<file path="src/pkg/serial_load_pkg.sv">
// Constants and types for the three-wire register load port
// What this block and its host do
// Shift data line into 32-bit shift register on each serial clock rising edge.
// On latch strobe rising edge, copy shift register into addressed control register.
// Host holds latch strobe low before and while shifting a word.
// Host sends each full 32-bit word, e.g. four 8-bit bytes.
// Host raises latch strobe after the last byte to finish the write.
// Host SPI master uses clock phase zero; data stable at rising edge.
// Status pin can show lock detect; host may poll it.
// Power-down input level puts the device into or out of power-down.
// Output power comes from bits two and one of control register four.
// Words arrive MSB first; low bits of the word select the register.
package serial_load_pkg;
    // ****************************************
    // Word layout
    // ****************************************
    localparam int WORD_BITS = 32;
    localparam int CTRL_BITS = 3;
    localparam int REG_COUNT = 6;
    localparam int PWR_REG_INDEX = 4;
    localparam int PWR_BIT_HIGH_POS = 2;
    localparam int PWR_BIT_LOW_POS = 1;
    localparam logic [31:0] REG_RESET = 32'h0000_0000;
    // Status pin source selector, a three-bit field in register two
    localparam int MUX_LSB = 26;
    localparam int MUX_BITS = 3;
    localparam logic [2:0] MUX_LOW = 3'h0;
    localparam logic [2:0] MUX_HIGH = 3'h1;
    localparam logic [2:0] MUX_LOCK = 3'h6;
    localparam int MUX_REG_INDEX = 2;

    // Pins from the serial host, sampled into the system clock domain
    typedef struct packed {
        logic sclk;
        logic sdata;
        logic latch_strobe;
    } serial_pins_t;
    // Reset level of the pin stages; a strobe stage resting high cannot fake a latch edge
    localparam serial_pins_t PINS_RESET = '{sclk: 1'b0, sdata: 1'b0, latch_strobe: 1'b1};
endpackage : serial_load_pkg

</file>
<file path="src/three_wire_register_load.sv">
// Three-wire serial register load port with status and power-down outputs
module three_wire_register_load (
    // Clock and reset
    input wire logic sys_clk,
    input wire logic sys_rst,
    // Serial pins from the host
    input wire serial_load_pkg::serial_pins_t pins,
    input wire logic power_down_pin,
    // Device state
    input wire logic pll_locked,
    output logic selectable_status_pin,
    output logic power_down,
    output logic output_power_bit_high,
    output logic output_power_bit_low,
    output logic [31:0] reg_view [serial_load_pkg::REG_COUNT]
);
    import serial_load_pkg::*;

    // ****************************************
    // Declarations
    // ****************************************
    // Host pin synchroniser stages; edges are found between the last two
    serial_pins_t meta_r;
    serial_pins_t meta_nxt;
    serial_pins_t sync_r;
    serial_pins_t sync_nxt;
    serial_pins_t prev_r;
    serial_pins_t prev_nxt;
    // Power-down pin synchroniser stages
    logic pd_meta_r;
    logic pd_meta_nxt;
    logic pd_sync_r;
    logic pd_sync_nxt;
    // Word under assembly and the control registers it feeds
    logic [WORD_BITS-1:0] shift_r;
    logic [WORD_BITS-1:0] shift_nxt;
    logic [WORD_BITS-1:0] regs_r [REG_COUNT];
    logic [WORD_BITS-1:0] regs_nxt [REG_COUNT];
    // Next values of the registered outputs
    logic status_nxt;
    logic power_down_nxt;
    logic power_high_nxt;
    logic power_low_nxt;
    // Decoded events and the destination field of the word
    logic sclk_rise;
    logic strobe_rise;
    logic [CTRL_BITS-1:0] dest;

    // ****************************************
    // Decode helpers
    // ****************************************
    // Selector field of the status source, read by the output logic and its checks
    function automatic logic [MUX_BITS-1:0] status_code(input logic [WORD_BITS-1:0] word);
        return word[MUX_LSB +: MUX_BITS];
    endfunction : status_code

    // Only implemented registers may be written; other fields are dropped, not aliased
    function automatic logic index_valid(input logic [CTRL_BITS-1:0] idx);
        return int'(idx) < REG_COUNT;
    endfunction : index_valid

    // Level shown on the status pin for one selector code
    function automatic logic status_level(input logic [MUX_BITS-1:0] code, input logic locked);
        logic level;
        level = 1'b0;
        unique case (code)
            MUX_LOW: begin
                level = 1'b0;
            end
            MUX_HIGH: begin
                level = 1'b1;
            end
            MUX_LOCK: begin
                level = locked;
            end
            // Unused codes drive low so a stray setting never fakes a lock
            default: begin
                level = 1'b0;
            end
        endcase
        return level;
    endfunction : status_level

    // ****************************************
    // Input synchronisers
    // ****************************************
    // Two stages before any logic reads a pin; a third stage keeps the previous level
    always_comb begin
        meta_nxt = pins;
        sync_nxt = meta_r;
        prev_nxt = sync_r;
        pd_meta_nxt = power_down_pin;
        pd_sync_nxt = pd_meta_r;
    end

    // Strobe stages reset high, so a strobe still high at reset gives no false latch
    always_ff @(posedge sys_clk or posedge sys_rst) begin
        if (sys_rst) begin
            meta_r <= PINS_RESET;
            sync_r <= PINS_RESET;
            prev_r <= PINS_RESET;
            pd_meta_r <= '0;
            pd_sync_r <= '0;
        end else begin
            meta_r <= meta_nxt;
            sync_r <= sync_nxt;
            prev_r <= prev_nxt;
            pd_meta_r <= pd_meta_nxt;
            pd_sync_r <= pd_sync_nxt;
        end
    end

    // Edge detection looks only at the second and third stages, never the metastable first
    assign sclk_rise = sync_r.sclk & ~prev_r.sclk;
    assign strobe_rise = sync_r.latch_strobe & ~prev_r.latch_strobe;
    assign dest = shift_r[CTRL_BITS-1:0];

    // ****************************************
    // Shift and latch
    // ****************************************
    // Serial clock is slow against sys_clk, so it is oversampled, not used as a clock
    always_comb begin
        shift_nxt = shift_r;
        regs_nxt = regs_r;
        if (sclk_rise) begin
            shift_nxt = {shift_r[WORD_BITS-2:0], sync_r.sdata};
        end
        if (strobe_rise && index_valid(dest)) begin
            regs_nxt[dest] = shift_r;
        end
    end

    // Only registers the word under assembly and the control registers
    always_ff @(posedge sys_clk or posedge sys_rst) begin
        if (sys_rst) begin
            shift_r <= '0;
            for (int i = 0; i < REG_COUNT; i++) begin
                regs_r[i] <= REG_RESET;
            end
        end else begin
            shift_r <= shift_nxt;
            regs_r <= regs_nxt;
        end
    end

    // ****************************************
    // Outputs
    // ****************************************
    // Outputs follow settled register state one clock later, so they never glitch
    always_comb begin
        status_nxt = status_level(status_code(regs_r[MUX_REG_INDEX]), pll_locked);
        power_down_nxt = pd_sync_r;
        power_high_nxt = regs_r[PWR_REG_INDEX][PWR_BIT_HIGH_POS];
        power_low_nxt = regs_r[PWR_REG_INDEX][PWR_BIT_LOW_POS];
    end

    // Only registers the output levels
    always_ff @(posedge sys_clk or posedge sys_rst) begin
        if (sys_rst) begin
            selectable_status_pin <= '0;
            power_down <= '0;
            output_power_bit_high <= '0;
            output_power_bit_low <= '0;
        end else begin
            selectable_status_pin <= status_nxt;
            power_down <= power_down_nxt;
            output_power_bit_high <= power_high_nxt;
            output_power_bit_low <= power_low_nxt;
        end
    end

    // Registers are shown directly; they already come from flip-flops
    assign reg_view = regs_r;

    // ****************************************
    // Checks
    // ****************************************
    // All checks sleep during reset and judge only what this block drives

    // A sampled serial edge shifts the synchronised data bit in at the bottom
    a_shift_in_bit: assert property (@(posedge sys_clk) disable iff (sys_rst)
        sclk_rise |=> shift_r[0] == $past(sync_r.sdata))
        else $error("shift register missed serial bit");

    // Without a serial edge the word under assembly must not move
    a_hold_no_edge: assert property (@(posedge sys_clk) disable iff (sys_rst)
        !sclk_rise |=> shift_r == $past(shift_r))
        else $error("shift register moved without clock edge");

    // A latch to the power register copies the whole assembled word
    a_latch_copies: assert property (@(posedge sys_clk) disable iff (sys_rst)
        (strobe_rise && dest == PWR_REG_INDEX) |=> regs_r[PWR_REG_INDEX] == $past(shift_r))
        else $error("latch strobe did not load register");

    // A latch with an unimplemented index leaves the power register alone
    a_bad_index_kept: assert property (@(posedge sys_clk) disable iff (sys_rst)
        (strobe_rise && !index_valid(dest)) |=>
            regs_r[PWR_REG_INDEX] == $past(regs_r[PWR_REG_INDEX]))
        else $error("bad index latch changed a register");

    // Power-down output goes high one clock after the synchronised input rises
    a_power_down_follows: assert property (@(posedge sys_clk) disable iff (sys_rst)
        $rose(pd_sync_r) |=> power_down)
        else $error("power-down did not follow input");

    // Power-down output goes low one clock after the synchronised input falls
    a_power_up_follows: assert property (@(posedge sys_clk) disable iff (sys_rst)
        $fell(pd_sync_r) |=> !power_down)
        else $error("power-down did not release");

    // Both power bits mirror the power register one clock later
    a_power_bits: assert property (@(posedge sys_clk) disable iff (sys_rst)
        ##1 (output_power_bit_high == $past(regs_r[PWR_REG_INDEX][PWR_BIT_HIGH_POS])
            && output_power_bit_low == $past(regs_r[PWR_REG_INDEX][PWR_BIT_LOW_POS])))
        else $error("output power bit wrong");

    // Lock selection shows the lock level one clock later
    a_lock_status: assert property (@(posedge sys_clk) disable iff (sys_rst)
        (status_code(regs_r[MUX_REG_INDEX]) == MUX_LOCK) |=>
            selectable_status_pin == $past(pll_locked))
        else $error("status pin not showing lock");

    // Fixed-high selection drives the status pin high
    a_status_high: assert property (@(posedge sys_clk) disable iff (sys_rst)
        (status_code(regs_r[MUX_REG_INDEX]) == MUX_HIGH) |=> selectable_status_pin)
        else $error("status pin not high");

    // Fixed-low selection, the state after reset, drives the status pin low
    a_status_low: assert property (@(posedge sys_clk) disable iff (sys_rst)
        (status_code(regs_r[MUX_REG_INDEX]) == MUX_LOW) |=> !selectable_status_pin)
        else $error("status pin not low");
endmodule : three_wire_register_load

</file>
<file path="config.mk">
export PLATFORM = sky130hd
export DESIGN_NAME = three_wire_register_load
export DESIGN_NICKNAME = d
export VERILOG_FILES = /design/src/pkg/serial_load_pkg.sv /design/src/three_wire_register_load.sv
export SDC_FILE = /design/constraint.sdc
export NUM_CORES = 1
export LEC_CHECK = 0
export ABC_AREA = 0
export BUFFER_PORTS_ARGS = -buffer_cell sky130_fd_sc_hd__buf_2
export CAP_MARGIN = 5
export CORE_MARGIN = 1.5
export CORE_UTILIZATION = 57
export CTS_BUF_LIST = sky130_fd_sc_hd__clkbuf_16
export CTS_CLUSTER_DIAMETER = 120
export DETAILED_ROUTE_END_ITERATION = 10
export PLACE_DENSITY = 0.84
export REMOVE_ABC_BUFFERS = 1
export SLEW_MARGIN = 20
export SYNTH_ARGS = -nofsm -noshare
export SYNTH_HDL_FRONTEND = slang
export SYNTH_SLANG_ARGS = --single-unit
</file>
<file path="constraint.sdc">
create_clock -name sys_clk -period 13.1 [get_ports sys_clk]
set_clock_uncertainty 0.2 [all_clocks]
set_input_delay 0.655 -clock sys_clk [delete_from_list [all_inputs] [get_ports sys_clk]]
set_output_delay 0.655 -clock sys_clk [all_outputs]
set_load 0.02 [all_outputs]
</file>
==> impl_results.md <==
- Run status: complete, no violations
- Flop and latch count out of synthesis: 238
- Clock-pin slew on the worst setup and hold paths: approximately 0.060 ns
- Number of cells on the critical path: 3
- GR Overflow Total: 0
- RSZ-0062 raised after global routing: false
- Worst setup path category: register to register
- Netlist area before placement: 8660 um2
- Num ports: 203
- Area post-placement: ~10000 um2
- DRC violations left: 0
- Multi-input gate area: 2564 um2
- Maximum number of pins on one net before global-route repair: 95
- Slew of the pin with the lowest slew margin: 1.053 ns
- Average vias per placed instance: 5.446
- Biggest cell delay along the critical path: between 0.8 and 0.9 ns
- Die extent in x: 126.3 um
- Initial Util: 58.91%
- Buf+Inv Stages, Crit Path: 0
- Leakage: 5.921 nW
- Placer's final routability congestion estimate: 0.7286
- Met1 demand-to-capacity share in global routing: 31.78%
- Final count of hold timing violations: 0
- Tightest slew margin relative to the limit: 29.74%
- Met2 global-route usage: a little under two fifths
- Final Critical Period: 2.656 ns
- Clock latency at the later pin of the worst-skew pair: around 0.50 ns
- Buffers on Ports: approximately 200
- Cell taking the most area after synthesis: dfrtp_1
- Buffer levels on the longest clock path: 3
- Via count of the first global-routing pass: 5175
- Reg2reg start: prev_nxt[0]
- Number of maximum-capacitance constraint violations: 0
- Wire length reported by the detailed router: 17940 um
- Diode insertion count for antenna repair: 0
- GRT Resource Usage Total: 22.89%
- Highest-utilization routing layer at the global route stage: met2
- Number of clock buffers inserted by TritonCTS: 24
- Pre-antenna DRT Iters: 4
- PwrDens: 185.5 nW/um2
- Summed area of non-filler cells in the final layout: 10540 um2
- Critical path endpoint category: register
- Initial DRC Count: ~270
- End of the worst register-to-register path: reg_view[85]
- Pre-CTS setup slack: about 10 ns
- First-pass GRT wire length: approximately 29000 um
- Resized Gates After CTS: 0
- Overall via count from detail_route: 4961
- Fraction of the yosys area taken by sequential cells: between 60 and 70%
- Fraction of layout cells with a size suffix above 1: 62.86%
- Die Y: 126.3 um
- Number of antenna violations at the first check in global routing: 0
- Clock tree from TritonCTS: yes
- Area enclosed by the die boundary: 15940 um2
- Critical Path RT: 13.28 ns
- Number of unique standard cell types used by synthesis: 25
- Slack of the worst reg-to-reg path: 10.44 ns
- Number of fillers in the final layout: 942
- Cts hold-fix bufs: 0
- Count of pins over their slew limit: 0
- Post-detailed-placement half-perimeter wirelength: around 11000 um
- Post-Route Setup TNS: 0 ns
- Worst min-delay path class: input port to async pin
- Met3 capacity usage during global routing: 5.098%
- Final number of setup-violating endpoints: 0
- Commonest non-fill, non-tap cells in the layout: dfrtp_1, buf_2, mux2_2
- Yosys warning total: 0
- Reg2Reg Depth: 3
- Data arrival time of the worst path: 2.83 ns
- Mean routed wirelength per cell: between 15 and 20 um
- Period utilisation layout: 20.28%
- Largest delay contributor family on the critical path: simple AND/OR/NAND/NOR gates
- Site Rows: 44
- Area overhead of the layout relative to synthesis: 21.72%
- CTS sink count: 238
- Count of H-tree levels built during CTS: 1
- Critical path startpoint category: register
- Leading cell type in the layout, fill and taps excluded: dfrtp_1
- Area share of the largest cell type after synthesis: between 60 and 70%
- Peak fanout along the critical path: 32
- Area inside the core boundary: 14700 um2
- Synth area leaders: dfrtp_1, mux2_2, dfstp_2
- Worst voltage drop across the vdd grid: 157.3 uV
- Post-Synthesis Mean Instance Area: approximately 17 um2
- Post-route antenna net violation count: 0
- Final nets: 716
- Number of buffers added for setup after CTS: 0
- Slack of the critical path: 10.44 ns
- Root Buffer Master: clkbuf_16
- Fmax: 376.5 MHz
- Highest-delay cell along the critical path: nand3_2
- Post-synthesis cell count: 501
- Flip-flop and latch area: 5959 um2
- List of cells traversed by the critical path: nor3b_2 -> nand3_2 -> mux2_2
==> stage by stage <==
step | instances | utilization, % | power, mW | hold slack (ns)
finish | 911 | 71.71 | 1.955 | 0.03152
global route | 911 | 71.71 | 2.037 | 0.03299
global placement | 867 | 66.71 | 1.318 | 0.1342
floorplan | 477 | - | 1.180 | 0.1312
CTS | 911 | 71.71 | 1.971 | 0.03561
detailed placement | 867 | 66.71 | 1.336 | 0.1379
==> cells in the mapped netlist (all sizes together) <==
cell	count
buf	22
nand3b	2
mux2	206
or2b	1
nand4b	1
nor2	2
nand3	1
clkbuf	2
nor3b	2
nand2	3
or3	1
inv	1
dfstp	3
nand2b	4
dfrtp	235
or2	3
and3b	1
nor2b	3
and2	8
==> state kept, by name, indices dropped and copies added, names as in the netlist <==
name                   count
reg_view                 192
prev_r                     2
prev_nxt                   3
meta_r                     3
output_power_bit_low       1
power_down                 1
output_power_bit_high      1
pd_meta_r                  1
selectable_status_pin      1
pd_sync_r                  1
shift_r                   32
==> area by class of cell <==
cell class,instances,share of cell area [%]
clock buffer,25,5.935
tap,184,2.184
sequential,238,56.54
inverter,1,0.1068
multi-input combinational,238,24.32
clock inverter,19,1.033
timing repair buffer,206,9.877
==> routing by layer <==
metal	up-vias	part of all wire (%)
met5	-	0
met4	0	1.7
met3	31	5.8
met2	166	49
met1	2591	43
li1	2173	-
==> worst max-delay path by stage <==
stage | start | end
2_1_floorplan | sys_rst | meta_r[1]
3_3_place_gp | prev_nxt[0] | reg_view[86]
3_5_place_dp | prev_nxt[0] | reg_view[69]
4_1_cts | prev_nxt[0] | reg_view[148]
5_1_grt | prev_nxt[0] | reg_view[133]
6_report | prev_nxt[0] | reg_view[85]
==> cell families after synthesis <==
logic type	share of synthesized area [%]
DFF	68.82
and+or+nand+nor	2.427
muxes	26.96
buffers and inverters	1.791
==> power breakdown <==
group          internal (mW)  switching (mW)  leakage, nW
Combinational          0.159           0.218         2.32
Sequential             0.850          0.0961         3.20
Clock                  0.364           0.267        0.403
Total                   1.37           0.582         5.92
(Power assumes the default switching activity.)
